### src/verilog/sapc_defines.svh
`ifndef SAPC_DEFINES_SVH
`define SAPC_DEFINES_SVH

`define SAPC_CLK_MHZ 50
`define SAPC_WORD_W 16
`define SAPC_BUF_DEPTH 2
`define SAPC_SAR_MSB 16'h8000
`define SAPC_WORD_ZERO 16'h0000
// Printed times in ns
`define SAPC_T_PULSE_NS 40
`define SAPC_T_CONV_NS 8000
`define SAPC_T_BUSY_NS 220
`define SAPC_T_LEAD_NS 50
`define SAPC_T_PREV_NS 7400
`define SAPC_T_ACCESS_NS 83
// Cycle counts: least times round up, longest times round down
`define SAPC_CYC_UP(ns) (((ns) * `SAPC_CLK_MHZ + 999) / 1000)
`define SAPC_CYC_DN(ns) (((ns) * `SAPC_CLK_MHZ) / 1000)
`define SAPC_PULSE_CYC `SAPC_CYC_UP(`SAPC_T_PULSE_NS)
`define SAPC_CONV_CYC `SAPC_CYC_DN(`SAPC_T_CONV_NS)
`define SAPC_BUSY_CYC `SAPC_CYC_DN(`SAPC_T_BUSY_NS)
`define SAPC_LEAD_CYC `SAPC_CYC_UP(`SAPC_T_LEAD_NS)
`define SAPC_PREV_CYC `SAPC_CYC_DN(`SAPC_T_PREV_NS)
`define SAPC_ACCESS_CYC `SAPC_CYC_DN(`SAPC_T_ACCESS_NS)
// Cycles per bit decision: 16 bits fit inside the conversion time
`define SAPC_BIT_CYC 24

`endif

### src/verilog/sapc_pkg.sv
`include "sapc_defines.svh"

package sapc_pkg;
  typedef logic [`SAPC_WORD_W-1:0] sapc_word_type;
  typedef struct packed {
    logic cs_n;
    logic rd_conv;
    logic byte_sel;
  } sapc_ctl_type;
  typedef enum logic [2:0] {
    SAPC_IDLE,
    SAPC_CONV,
    SAPC_PUSH,
    SAPC_WAIT,
    SAPC_FLAG
  } sapc_state_type;
endpackage

### src/verilog/sapc_buf2.sv
`include "sapc_defines.svh"

module sapc_buf2 #(
  parameter int WIDTH = `SAPC_WORD_W,
  parameter int DEPTH = `SAPC_BUF_DEPTH
) (
  input wire logic clk,
  input wire logic rst,
  input wire logic [WIDTH-1:0] in_data,
  input wire logic in_valid,
  output logic in_ready,
  output logic [WIDTH-1:0] out_data,
  output logic out_valid,
  input wire logic out_ready
);
  localparam int AW = (DEPTH > 1) ? $clog2(DEPTH) : 1;
  localparam logic [AW:0] FULL = (AW + 1)'(DEPTH);
  localparam logic [AW-1:0] LAST = AW'(DEPTH - 1);

  logic [WIDTH-1:0] mem_reg [DEPTH];
  logic [AW-1:0] wr_reg;
  logic [AW-1:0] rd_reg;
  logic [AW:0] cnt_reg;
  logic push;
  logic pop;

  assign in_ready = (cnt_reg != FULL);
  assign out_valid = (cnt_reg != '0);
  assign out_data = mem_reg[rd_reg];
  assign push = in_valid && in_ready;
  assign pop = out_valid && out_ready;

  always_ff @(posedge clk) begin
    if (push) begin
      mem_reg[wr_reg] <= in_data;
    end
  end

  always_ff @(posedge clk) begin
    if (rst) begin
      wr_reg <= '0;
      rd_reg <= '0;
      cnt_reg <= '0;
    end else begin
      if (push) begin
        wr_reg <= (wr_reg == LAST) ? '0 : wr_reg + 1'b1;
      end
      if (pop) begin
        rd_reg <= (rd_reg == LAST) ? '0 : rd_reg + 1'b1;
      end
      if (push && !pop) begin
        cnt_reg <= cnt_reg + 1'b1;
      end else if (pop && !push) begin
        cnt_reg <= cnt_reg - 1'b1;
      end
    end
  end
endmodule // sapc_buf2

### src/verilog/sapc_top.sv
// Functional notes
// - Convert edge with select low starts conversion
// - Rising convert edge enables result output
// - Select falling while convert low starts
// - Select falling while convert high reads
// - Outputs released when deselected or convert low
// - Byte select swaps upper and lower halves
// - Busy low throughout conversion, data valid after
// - Result valid within 8 us of start; the finished word waits in the buffer while outputs are enabled
// - Busy rises about 220 ns after end
// - Result leads busy rise by 50 ns minimum
// - Previous result readable about 7.4 us
// - Output data valid within 83 ns
// - Start requests ignored during a conversion
`include "sapc_defines.svh"

module sapc_top
  import sapc_pkg::*;
#(
  parameter int BIT_CYC = `SAPC_BIT_CYC,
  parameter int BUSY_CYC = `SAPC_BUSY_CYC
) (
  input wire logic clk,
  input wire logic rst,
  input wire logic cs_n,
  input wire logic rd_conv,
  input wire logic byte_sel,
  input wire logic cmp_above,
  output logic busy_n,
  output logic hold,
  output logic [`SAPC_WORD_W-1:0] dac_code,
  output logic [`SAPC_WORD_W-1:0] data_out,
  output logic data_oe
);

  function automatic sapc_word_type sapc_swap(input sapc_word_type w);
    return {w[7:0], w[15:8]};
  endfunction

  function automatic sapc_word_type sapc_step(input sapc_word_type w,
                                              input logic [3:0] idx,
                                              input logic keep);
    sapc_word_type r;
    r = w;
    r[idx] = keep;
    if (idx != 4'h0) begin
      r[idx - 4'h1] = 1'b1;
    end
    return r;
  endfunction

  ////////////////////////////////////////////////////////////////////////////
  // Pin synchronisers

  sapc_ctl_type ctl_pin;
  sapc_ctl_type ctl_meta_reg;
  sapc_ctl_type ctl_sync_reg;
  logic cmp_meta_reg;
  logic cmp_sync_reg;
  logic req_prev_reg;
  logic conv_req;
  logic read_en;

  assign ctl_pin = '{cs_n: cs_n, rd_conv: rd_conv, byte_sel: byte_sel};

  always_ff @(posedge clk) begin
    if (rst) begin
      ctl_meta_reg <= '{cs_n: 1'b1, rd_conv: 1'b1, byte_sel: 1'b0};
      ctl_sync_reg <= '{cs_n: 1'b1, rd_conv: 1'b1, byte_sel: 1'b0};
      cmp_meta_reg <= 1'b0;
      cmp_sync_reg <= 1'b0;
      req_prev_reg <= 1'b0;
    end else begin
      ctl_meta_reg <= ctl_pin;
      ctl_sync_reg <= ctl_meta_reg;
      cmp_meta_reg <= cmp_above;
      cmp_sync_reg <= cmp_meta_reg;
      req_prev_reg <= conv_req;
    end
  end

  // Select and convert are ORed: either falling while the other is low
  assign conv_req = !ctl_sync_reg.cs_n && !ctl_sync_reg.rd_conv;
  assign read_en = !ctl_sync_reg.cs_n && ctl_sync_reg.rd_conv;

  ////////////////////////////////////////////////////////////////////////////
  // Conversion sequencer

  sapc_state_type state_reg;
  sapc_word_type sar_reg;
  logic [3:0] bit_idx_reg;
  logic [$clog2(BIT_CYC+1)-1:0] cyc_reg;
  logic [$clog2(BUSY_CYC+1)-1:0] flag_cnt_reg;
  logic rearm_reg;
  logic busy_n_reg;
  logic hold_reg;
  logic start;
  logic buf_in_ready;
  logic buf_out_valid;
  logic latch_ready;
  logic pop;
  sapc_word_type buf_out_data;
  logic data_oe_reg;

  // A request still held when busy rises starts at once
  assign start = conv_req && (!req_prev_reg || rearm_reg);

  always_ff @(posedge clk) begin
    if (rst) begin
      state_reg <= SAPC_IDLE;
      sar_reg <= `SAPC_WORD_ZERO;
      bit_idx_reg <= 4'hf;
      cyc_reg <= '0;
      flag_cnt_reg <= '0;
      rearm_reg <= 1'b0;
    end else begin
      rearm_reg <= 1'b0;
      case (state_reg)
        SAPC_IDLE: begin
          // Only this state looks at requests
          if (start) begin
            state_reg <= SAPC_CONV;
            sar_reg <= `SAPC_SAR_MSB;
            bit_idx_reg <= 4'hf;
            cyc_reg <= '0;
          end
        end
        SAPC_CONV: begin
          if (cyc_reg == ($bits(cyc_reg))'(BIT_CYC - 1)) begin
            cyc_reg <= '0;
            sar_reg <= sapc_step(sar_reg, bit_idx_reg, cmp_sync_reg);
            if (bit_idx_reg == 4'h0) begin
              state_reg <= SAPC_PUSH;
            end else begin
              bit_idx_reg <= bit_idx_reg - 4'h1;
            end
          end else begin
            cyc_reg <= cyc_reg + 1'b1;
          end
        end
        SAPC_PUSH: begin
          if (buf_in_ready) begin
            state_reg <= SAPC_WAIT;
          end
        end
        SAPC_WAIT: begin
          if (pop) begin
            state_reg <= SAPC_FLAG;
            flag_cnt_reg <= '0;
          end
        end
        SAPC_FLAG: begin
          if (flag_cnt_reg == ($bits(flag_cnt_reg))'(BUSY_CYC - 1)) begin
            state_reg <= SAPC_IDLE;
            rearm_reg <= 1'b1;
          end else begin
            flag_cnt_reg <= flag_cnt_reg + 1'b1;
          end
        end
        default: begin
          state_reg <= SAPC_IDLE;
        end
      endcase
    end
  end

  always_ff @(posedge clk) begin
    if (rst) begin
      busy_n_reg <= 1'b1;
      hold_reg <= 1'b0;
    end else begin
      if (state_reg == SAPC_IDLE && start) begin
        busy_n_reg <= 1'b0;
        hold_reg <= 1'b1;
      end else if (state_reg == SAPC_FLAG &&
                   flag_cnt_reg == ($bits(flag_cnt_reg))'(BUSY_CYC - 1)) begin
        busy_n_reg <= 1'b1;
      end
      if (state_reg == SAPC_CONV && bit_idx_reg == 4'h0 &&
          cyc_reg == ($bits(cyc_reg))'(BIT_CYC - 1)) begin
        hold_reg <= 1'b0;
      end
    end
  end

  ////////////////////////////////////////////////////////////////////////////
  // Result buffer and output latch

  // The latch is not refilled while outputs are enabled, but a pop in the cycle they turn on changes the word one cycle into the read
  assign latch_ready = !data_oe_reg;
  assign pop = buf_out_valid && latch_ready;

  sapc_buf2 #(
    .WIDTH(`SAPC_WORD_W),
    .DEPTH(`SAPC_BUF_DEPTH)
  ) u_buf (
    .clk(clk),
    .rst(rst),
    .in_data(sar_reg),
    .in_valid(state_reg == SAPC_PUSH),
    .in_ready(buf_in_ready),
    .out_data(buf_out_data),
    .out_valid(buf_out_valid),
    .out_ready(latch_ready)
  );

  sapc_word_type result_reg;
  logic [`SAPC_WORD_W-1:0] data_out_reg;

  // Old result stays in the latch until the new word is complete
  always_ff @(posedge clk) begin
    if (rst) begin
      result_reg <= `SAPC_WORD_ZERO;
    end else if (pop) begin
      result_reg <= buf_out_data;
    end
  end

  always_ff @(posedge clk) begin
    if (rst) begin
      data_out_reg <= `SAPC_WORD_ZERO;
      data_oe_reg <= 1'b0;
    end else begin
      data_out_reg <= ctl_sync_reg.byte_sel ? sapc_swap(result_reg) : result_reg;
      data_oe_reg <= read_en;
    end
  end

  assign busy_n = busy_n_reg;
  assign hold = hold_reg;
  assign dac_code = sar_reg;
  assign data_out = data_out_reg;
  assign data_oe = data_oe_reg;

  ////////////////////////////////////////////////////////////////////////////
  // Checks

  localparam int CONV_LEN = 16 * BIT_CYC;
  localparam int BUSY_LEN = BUSY_CYC + 1;

  logic [9:0] since_start_reg;
  logic [7:0] since_pop_reg;

  always_ff @(posedge clk) begin
    if (rst) begin
      since_start_reg <= '0;
      since_pop_reg <= '0;
    end else begin
      since_start_reg <= (state_reg == SAPC_IDLE) ? '0 : since_start_reg + 1'b1;
      since_pop_reg <= pop ? 8'h01 : since_pop_reg + 1'b1;
    end
  end
endmodule // sapc_top
### config.mk
export PLATFORM = sky130hd
export DESIGN_NAME = sapc_top
export DESIGN_NICKNAME = d
export VERILOG_FILES = /design/src/verilog/sapc_pkg.sv /design/src/verilog/sapc_buf2.sv /design/src/verilog/sapc_top.sv
export VERILOG_INCLUDE_DIRS = /design/src /design/src/verilog
export SDC_FILE = /design/constraint.sdc
export NUM_CORES = 1
export LEC_CHECK = 0
export ABC_AREA = 0
export ABC_CLOCK_PERIOD_IN_PS = 2200
export BUFFER_PORTS_ARGS = -buffer_cell sky130_fd_sc_hd__buf_2
export CORE_MARGIN = 2
export CORE_UTILIZATION = 30
export DETAILED_ROUTE_END_ITERATION = 7
export PLACE_DENSITY_LB_ADDON = 0.05
export SLEW_MARGIN = 20
export SYNTH_ARGS = -nofsm -noshare
export SYNTH_HDL_FRONTEND = slang
export SYNTH_SLANG_ARGS = --single-unit
### constraint.sdc
create_clock -name clk -period 2.2 [get_ports clk]
set_clock_uncertainty 0.2 [all_clocks]
set_input_delay 0.66 -clock clk [delete_from_list [all_inputs] [get_ports clk]]
set_output_delay 0.66 -clock clk [all_outputs]
set_load 0.05 [all_outputs]
======== Word level (Yosys, flattened, before mapping) ========
Memory sizes are Yosys's and may differ from the RTL's. A register that Yosys moved wholly into a read port is not among the register bits.
Cells that the tools add are included.
storage, ports and cells
  register bits after elaboration ......... 65
  latch bits .............................. 0
  memory bits (writable) .................. 32
  ROM bits ................................ 0
  input port bits ......................... 6
  output and inout bits ................... 35
  word-level logic and storage cells ...... 122
  memories ................................ 1
operators by class
  $add $sub $neg .......................... 7
  $mul .................................... 0
  div/mod/pow operators ................... 0
  $lt $le $gt $ge ......................... 4
  equal/unequal tests ..................... 15
  shifts and indexed selects .............. 0
  mux-type cells .......................... 36
  bitwise gates (word level) .............. 2
  reduce and logical (&&, ||, !) cells .... 35
memories
  name           depth  bits a word  read ports  clocked after Yosys merged registers in  write ports  line             RTL
  u_buf.mem_reg  2      16           1           1                                        1            sapc_buf2.sv:20  logic [WIDTH-1:0] mem_reg [DEPTH];
operators with widths
  cell                   count
  $mux W16               4
  $pmux W16 S2           1
  $mux W4                5
  $mux W3                6
  $bwmux W16             1
  $ne A2 B2 Y1 const B   8
  $or A16 B16 Y16        1
  $pmux W4 S2            2
  $pmux W3 S5            1
  $logic_and A1 B1 Y1    13
  $lt A4 B5 Y1 const B   2
  $mux W5                2
  $pmux W5 S2            1
  $reduce_bool A2 Y1     5
  $mux W1                9
  $demux W1 S4           2
  $ge A4 B1 Y1 const B   2
  $eq A3 B2 Y1 const B   2
  $logic_not A1 Y1       6
  $reduce_and A3 Y1      2
  $reduce_and A6 Y1      1
  $add A5 B1 Y5 const B  1
  $eq A5 B5 Y1 const B   1
  $add A4 B1 Y4 const B  1
  other kinds (17)       20

======== Longest topological paths before layout ========
Gate-level depths: netlist (run 1).
  word-level depth ........................ 9
  mapped depth ............................ 9
  mapped depth without buffers ............ 7

======== Modules after synthesis ========
Synthesis (run 1) repeated with hierarchy kept, for this count alone.
unflattened totals
  cell total of the unflattened synthesis .. 483
  area total of the unflattened synthesis .. 4867.2 um^2
modules (own cells, without submodules)
  module     times used  cells each  area an instance (um^2)  seq. area each (um^2)
  sapc_top   1           409         3490.8                   1541.5
  sapc_buf2  1           74          1376.3                   1061.0

======== Worst setup path after synthesis (run 1) ========
OpenSTA, ideal clock, no wires.
  kind .................................... register to register
  from .................................... reg data_oe_reg, in the netlist data_oe
  to ...................................... reg u_buf.cnt_reg[1]
  setup time .............................. 70 ps
  arrival ................................. 2135 ps
  required time ........................... 1930 ps
  setup slack ............................. -206 ps
  cell stages (with the launch flop) ...... 8
  buffers on the path ..................... 2
  clock period less this slack ............ 2406 ps
  cells stage by stage .................... dfxtp_1 -> o21ba_1 -> clkbuf_1 -> clkbuf_1 -> inv_1 -> ha_1 -> or3_1 -> a21oi_1
between the ends
  longest elaborated chain between the ends .. 5
  elaborated cells between the ends (all ways) .. 7
  those cells by class .................... 1 x mux; 6 x reduce/logical
ends and longest elaborated chain
  item                                           line             RTL
  from (decl)                                    sapc_top.sv:103  logic data_oe_reg;
  from (signal assigned)                         sapc_top.sv:225  data_oe_reg <= read_en;
  $logic_not A1 Y1 (*)                           sapc_top.sv:190  assign latch_ready = !data_oe_reg;
  $logic_and A1 B1 Y1 (*)                        sapc_buf2.sv:31  assign pop = out_valid && out_ready;
  $logic_not A1 Y1                               sapc_buf2.sv:51  if (push && !pop) begin
  $logic_and A1 B1 Y1                            sapc_buf2.sv:51
  $mux W2 or $reduce_bool A2 Y1 (tied branches)  -
  to (signal assigned)                           sapc_buf2.sv:52  cnt_reg <= cnt_reg + 1'b1;
  to (signal assigned)                           sapc_buf2.sv:54  cnt_reg <= cnt_reg - 1'b1;
  to (decl)                                      sapc_buf2.sv:23  logic [AW:0] cnt_reg;
Every way passes the cells marked *; elsewhere a longest branch is shown, timed or not.
A chain may end at the register's enable or synchronous reset.

======== Worst setup path in the final report (run 1) ========
  from .................................... reg sar_reg[8], in the netlist dac_code[8]
  to ...................................... out dac_code[8]
RTL lines
  item                    line             RTL
  from (decl)             sapc_top.sv:90   sapc_word_type sar_reg;
  from (signal assigned)  sapc_top.sv:111  sar_reg <= `SAPC_WORD_ZERO;
  from (signal assigned)  sapc_top.sv:123  sar_reg <= `SAPC_SAR_MSB;
  from (signal assigned)  sapc_top.sv:131  sar_reg <= sapc_step(sar_reg, bit_idx_reg, cmp_sync_reg);
  to (decl)               sapc_top.sv:31   output logic [`SAPC_WORD_W-1:0] dac_code,
No word-level cell between the ends.

==> results of run 1 <==
==> logic make-up (layout without fill, tap and decap cells) <==
logic type	after synthesis	in the layout
xor gates and xnor gates	7	7
and+or+nand+nor	143	143
AOI/OAI and AO/OA	96	96
adders and majority gates	9	9
muxes	44	44
buffers and inverters	40	109
DFF	113	113
==> layer usage <==
layer  part of all wire (%)  track usage [%]
met5                      0                0
met4                    2.6             8.67
met3                    3.8             3.77
met2                     48             22.8
met1                     45             16.5
==> timing repair <==
item                                    in CTS  in global routing
gates resized for setup                      0                  2
hold buffers                                 0                  0
endpoints found under the setup margin       0                  1
==> final timing paths <==
kind                                       to
hold reg to reg    ctl_sync_reg[2]$_SDFF_PP1_
setup reg to reg  bit_idx_reg[3]$_SDFFE_PP1P_
setup / recovery                  dac_code[8]
hold / removal     ctl_sync_reg[2]$_SDFF_PP1_
==> area by class of cell <==
| class | count | area, um^2 |
|---|---|---|
| multi-input combinational | 299 | 2030 |
| clock inverter | 14 | 158 |
| tap | 216 | 270 |
| fill | 1597 | 9710 |
| inverter | 11 | 41.3 |
| sequential | 113 | 2580 |
| timing repair buffer | 66 | 433 |
| clock buffer | 18 | 429 |
==> power by group through the flow <==
stage | registers, mW | logic [mW] | clock network (mW)
finish | 2.42 | 0.892 | 2.70
global route | 2.45 | 0.991 | 2.87
CTS | 2.42 | 0.909 | 2.77
detailed placement | 2.46 | 0.907 | 0
global placement | 2.46 | 0.905 | 0
floorplan | 2.72 | 0.467 | 0
==> cells in the final DEF (no fill, tap or decap), types with 3 or more instances in the layout <==
| cell type | count |
|---|---|
| nor2_1 | 52 |
| nand2b_1 | 5 |
| xor2_1 | 4 |
| a221oi_1 | 4 |
| o21ai_1 | 5 |
| clkbuf_16 | 17 |
| o31ai_1 | 5 |
| or2_2 | 5 |
| o2bb2ai_1 | 7 |
| clkinv_4 | 5 |
| edfxtp_1 | 32 |
| nor3_1 | 6 |
| clkinvlp_4 | 3 |
| mux2_2 | 6 |
| nand3b_1 | 6 |
| or3_1 | 4 |
| buf_2 | 40 |
| and3_1 | 4 |
| inv_6 | 3 |
| buf_4 | 23 |
| xnor2_1 | 3 |
| a22oi_1 | 8 |
| nand3_1 | 11 |
| o21ai_0 | 9 |
| inv_1 | 11 |
| dfxtp_1 | 80 |
| buf_12 | 3 |
| nor3b_1 | 4 |
| nor2b_1 | 6 |
| nand2_1 | 27 |
| ha_1 | 8 |
| a211oi_1 | 18 |
| mux2i_1 | 38 |
| a21oi_1 | 23 |
==> through the flow <==
stage / setup slack, ps / instances / power, mW / hold slack, ps / utilization (%)
global route: 35.4 / 737 / 6.31 / 216 / 37.9
floorplan: 79.5 / 452 / 3.19 / 189 / -
finish: 135 / 737 / 6.01 / 208 / 37.9
CTS: 66.7 / 737 / 6.10 / 209 / 37.9
detailed placement: 166 / 705 / 3.37 / 195 / 34.1
global placement: 199 / 705 / 3.37 / 194 / 34.1
==> impl_metrics.json, run 1 <==
{
  "slowest_stage": "dfxtp_1",
  "pin_count": 41,
  "place_area_um2": 5340,
  "clockBufferDepth": 2,
  "cts_root_buf": "clkbuf_16",
  "grt_pass1_wl_um": 17700,
  "drc": 0,
  "synth_top_area_share_pct": 34.1,
  "grt_overflow": 0,
  "cts_num_sinks": 113,
  "wl_per_cell_um": 14.5,
  "crit_start": "dac_code[8]$_SDFFE_PP0P_",
  "ctsHtreeMaxLevel": 4,
  "synth_top_area_cell": "dfxtp_1",
  "yosysWarningCount": 0,
  "p_comb_share_pct": 14.8,
  "power.switching_mw": 1.72,
  "synth_seq_area_share_pct": 54.3,
  "syn_inst": 452,
  "drv_cap": 0,
  "post_cts_buffers": 0,
  "synth_area_leaders": "dfxtp_1 (34%), edfxtp_1 (20%), mux2i_1 (8.0%), nor2_1 (4.1%), a211oi_1 (2.8%)",
  "vias": 3424,
  "syn_area_per_cell_um2": 10.5,
  "status": "finished, final reports clean",
  "synth_flop_cell": "dfxtp_1",
  "grt_pass1_vias": 3472,
  "synth_compound_area_share_pct": 14.1,
  "power_density_nw_per_um2": 1010,
  "path_delay_family": "flip-flops",
  "cts_tree": "yes",
  "io_buffers": 40,
  "max_freq_mhz": 484,
  "n_antenna_cell": 0,
  "worstMarginPinSlew_ps": 691,
  "clock_latency_ps": 420,
  "slew_headroom_pct": 53.6,
  "synth-simple-area-share_pct": 15.2,
  "ys_ff_latch": 113,
  "finalSetupViolCount": 0,
  "synth_top_family_by_area": "simple AND/OR/NAND/NOR gates",
  "postRouteWirelength_um": 10700,
  "drt_iter0_drc": 127,
  "clk_pin_slew_ps": 60,
  "p_leak_nw": 2.27,
  "core_um2": 15700,
  "worstHoldStart": "ctl_meta_reg[2]$_SDFF_PP1_",
  "synth_edf_count": 32,
  "finalHoldViolations": 0,
  "fin_nets": 523,
  "synth.distinct_cells": 54,
  "rrSetupSlack_ps": 170,
  "p_int_mw": 4.29,
  "rsz0062_at_grt": "no",
  "cp.depth": 1,
  "die_height_um": 130,
  "end_kind": "primary output",
  "synth-xor-area-share_pct": 1.29,
  "design_area_um2": 5940,
  "min_path_type": "reg -> reg",
  "place_congestion": 0.780,
  "maxSlewViolCount": 0,
  "start_util_pct": 30.4,
  "p_seq_share_pct": 40.2,
  "syn-cell-area_um2": 4750,
  "synth_mux_area_share_pct": 9.42,
  "drive_above_1_share_pct": 22.8,
  "arrival_ps": 1200,
  "antenna_left": 0,
  "rows": 46,
  "power_frac_clock_pct": 45.0,
  "startpoint_type": "flip-flop",
  "antenna_found_initial": 0,
  "swShare_pct": 28.7,
  "synth_common_cells": "dfxtp_1 (81), nor2_1 (52), mux2i_1 (38)",
  "worst-setup-path-type": "reg -> out",
  "grt_usage_pct": 14.0,
  "post-dp-hpwl_um": 7560,
  "layout_min_cycle_time_ps": 2060,
  "cp_max_fo": 6,
  "max_stage_delay_ps": 470,
  "syn_to_final_growth_pct": 25.0,
  "grt_max_degree": 51,
  "crit_buf_inv": 1,
  "r2r_cells": 7,
  "synthesis.nets": 467,
  "yosysMostFrequentCell": "dfxtp_1",
  "cp.required_ps": 1340,
  "crit_path_cell_trace": "buf_2",
  "whs_path_depth": 1,
  "finalSetupTns_ps": 0,
  "die_area_um2": 16900,
  "dr.pass1.iters": 4,
  "synth-async-reset-ratio_pct": 0,
  "ir_worst_vdd_mv": 0.494,
  "vias_per_cell": 4.65,
  "r2r_start": "bit_idx_reg[0]$_SDFFE_PP1P_",
  "largest_reg_flops": 32,
  "cts_buffers": 17,
  "die-width_um": 130,
  "finalCritPeriodShare_pct": 93.9,
  "synth_adder_area_share_pct": 2.37
}
(Power assumes the default switching activity.)
==> run 2, diff against run 1 <==
CORE_ASPECT_RATIO = 0.9   (was unset)
GPL_TIMING_DRIVEN = 0   (was unset)
SLEW_MARGIN = unset   (was 20)
==> run 2 against run 1 <==
Effect of this change:
- setup slack got worse by 59 ps
- clock power fell by 4%
- combinational power is 5.4% higher
- fmax fell by 2.8%
- die area is essentially flat
- sequential power about the same
- register-to-register slack worse by 90 ps
- sequential share of layout area increased by 0.48 points
- critical path depth is 7 higher
- wire length grew 9.6%
==> impl_metrics.json, run 2 (synthesis gave the netlist of run 1 again) <==
{
  "finish.utilization_pct": 38.1,
  "layout_min_cycle_time_ps": 2120,
  "gr-max-usage-layer": "met2",
  "final_common_cell": "dfxtp_1",
  "max_freq_mhz": 471,
  "dp.cells": 694,
  "antenna_found_initial": 0,
  "finalHoldViolations": 0,
  "vias": 3525,
  "cp_max_fo": 8,
  "drc": 0,
  "hold_slack_ps": 205,
  "fin_ws_ps": 75.7,
  "core_um2": 15400,
  "use_met2_pct": 25.5,
  "worst-setup-path-type": "reg -> reg",
  "postRouteWirelength_um": 11700,
  "rows": 43,
  "finalSetupTns_ps": 0,
  "clockBufferDepth": 2,
  "grt_pass1_vias": 3484,
  "n_antenna_cell": 0,
  "ir_worst_vdd_mv": 0.531,
  "cts_root_buf": "clkbuf_16",
  "grt_use_met1_pct": 18.1,
  "drive_above_1_share_pct": 22.4,
  "wl_per_cell_um": 16.2,
  "fin_nets": 524,
  "dr.pass1.iters": 7,
  "place_ws_ps": -197,
  "start_util_pct": 30.8,
  "finalSetupViolCount": 0,
  "cts_buffers": 17,
  "ctsHtreeMaxLevel": 4,
  "largest_reg_flops": 32,
  "place_area_um2": 5220,
  "cts_tree": "yes",
  "finalNonFillerCells": 724,
  "rsz0062_at_grt": "no",
  "clk_pin_slew_ps": 60,
  "final_cell_mix": "dfxtp_1 (77), nor2_1 (49), buf_2 (44), mux2i_1 (38), edfxtp_1 (32)",
  "maxSlewViolCount": 0,
  "place_congestion": 0.830,
  "die-width_um": 137,
  "fillers": 1568,
  "drt_iter0_drc": 120,
  "min_path_type": "reg -> reg",
  "worstMarginPinSlew_ps": 706,
  "finalCritPeriodShare_pct": 96.6,
  "startpoint_type": "flip-flop",
  "slew_headroom_pct": 52.9,
  "arrival_ps": 2230,
  "syn_to_final_growth_pct": 23.8,
  "p_leak_nw": 2.18,
  "grt_max_degree": 19,
  "power_density_nw_per_um2": 1010,
  "io_buffers": 40,
  "post-dp-hpwl_um": 8340,
  "pin_count": 41,
  "die_area_um2": 16900,
  "grt_overflow": 0,
  "clock_latency_ps": 420,
  "status": "finished, final reports clean",
  "drv_cap": 0,
  "p_total_mw": 5.94,
  "cp.required_ps": 2310,
  "grt_pass1_wl_um": 18700,
  "vias_per_cell": 4.87,
  "design_area_um2": 5880,
  "antenna_left": 0,
  "end_kind": "flip-flop",
  "grt_usage_pct": 15.1,
  "die_height_um": 123,
  "cts_num_sinks": 113,
  "grtUsageMet3_pct": 4.31
}
==> run 2: power by group <==
group | internal (mW) | total [mW] | switching [mW] | leakage (nW)
Clock | 1.56 | 2.59 | 1.03 | 0.261
Sequential | 2.32 | 2.42 | 0.0954 | 0.957
Combinational | 0.294 | 0.940 | 0.646 | 0.961
Total | 4.17 | 5.94 | 1.77 | 2.18
==> run 2: worst max-delay path, cell delays in order (launching register included) <==
cell and delay [ps]:
dfxtp_2 330, buf_6 140, inv_4 70, ha_4 140, or3b_4 410, nor3b_4 180, o21a_1 200, a2bb2oi_1 130
or2_1 220
==> run 2: repair_timing <==
item / in CTS / in global routing
hold buffers: 0 / 0
buffers inserted: 1 / 0
endpoints found under the setup margin: 50 / 55
gates resized for setup: 10 / 20
==> run 2: worst paths after layout <==
kind | endpoint | slack [ps] | startpoint | cells past startpoint
max | bit_idx_reg[3]$_SDFFE_PP1P_ | 80 | bit_idx_reg[0]$_SDFFE_PP1P_ | 8
min | ctl_sync_reg[2]$_SDFF_PP1_ | 210 | ctl_meta_reg[2]$_SDFF_PP1_ | 1
max reg2reg | bit_idx_reg[3]$_SDFFE_PP1P_ | 80 | bit_idx_reg[0]$_SDFFE_PP1P_ | 8
min reg2reg | ctl_sync_reg[2]$_SDFF_PP1_ | 210 | ctl_meta_reg[2]$_SDFF_PP1_ | 1
==> run 2: layout make-up <==
| cell class | instances | area [um^2] | area share (%) |
|---|---|---|---|
| multi-input cells | 299 | 2110 | 35.9 |
| plain buffers | 26 | 118 | 2.00 |
| well taps | 202 | 253 | 4.30 |
| inverters | 11 | 43.8 | 0.744 |
| flip-flops and latches | 113 | 2590 | 44.0 |
| clock buffers | 17 | 425 | 7.23 |
| repair buffers | 41 | 208 | 3.53 |
| clock inverters | 15 | 136 | 2.32 |
==> run 2: routing by layer <==
| layer | share of wire [%] | up-vias |
|---|---|---|
| li1 | - | 1754 |
| met5 | 0 | - |
| met4 | 1.6 | 0 |
| met2 | 49 | 69 |
| met1 | 44 | 1688 |
| met3 | 5.7 | 14 |
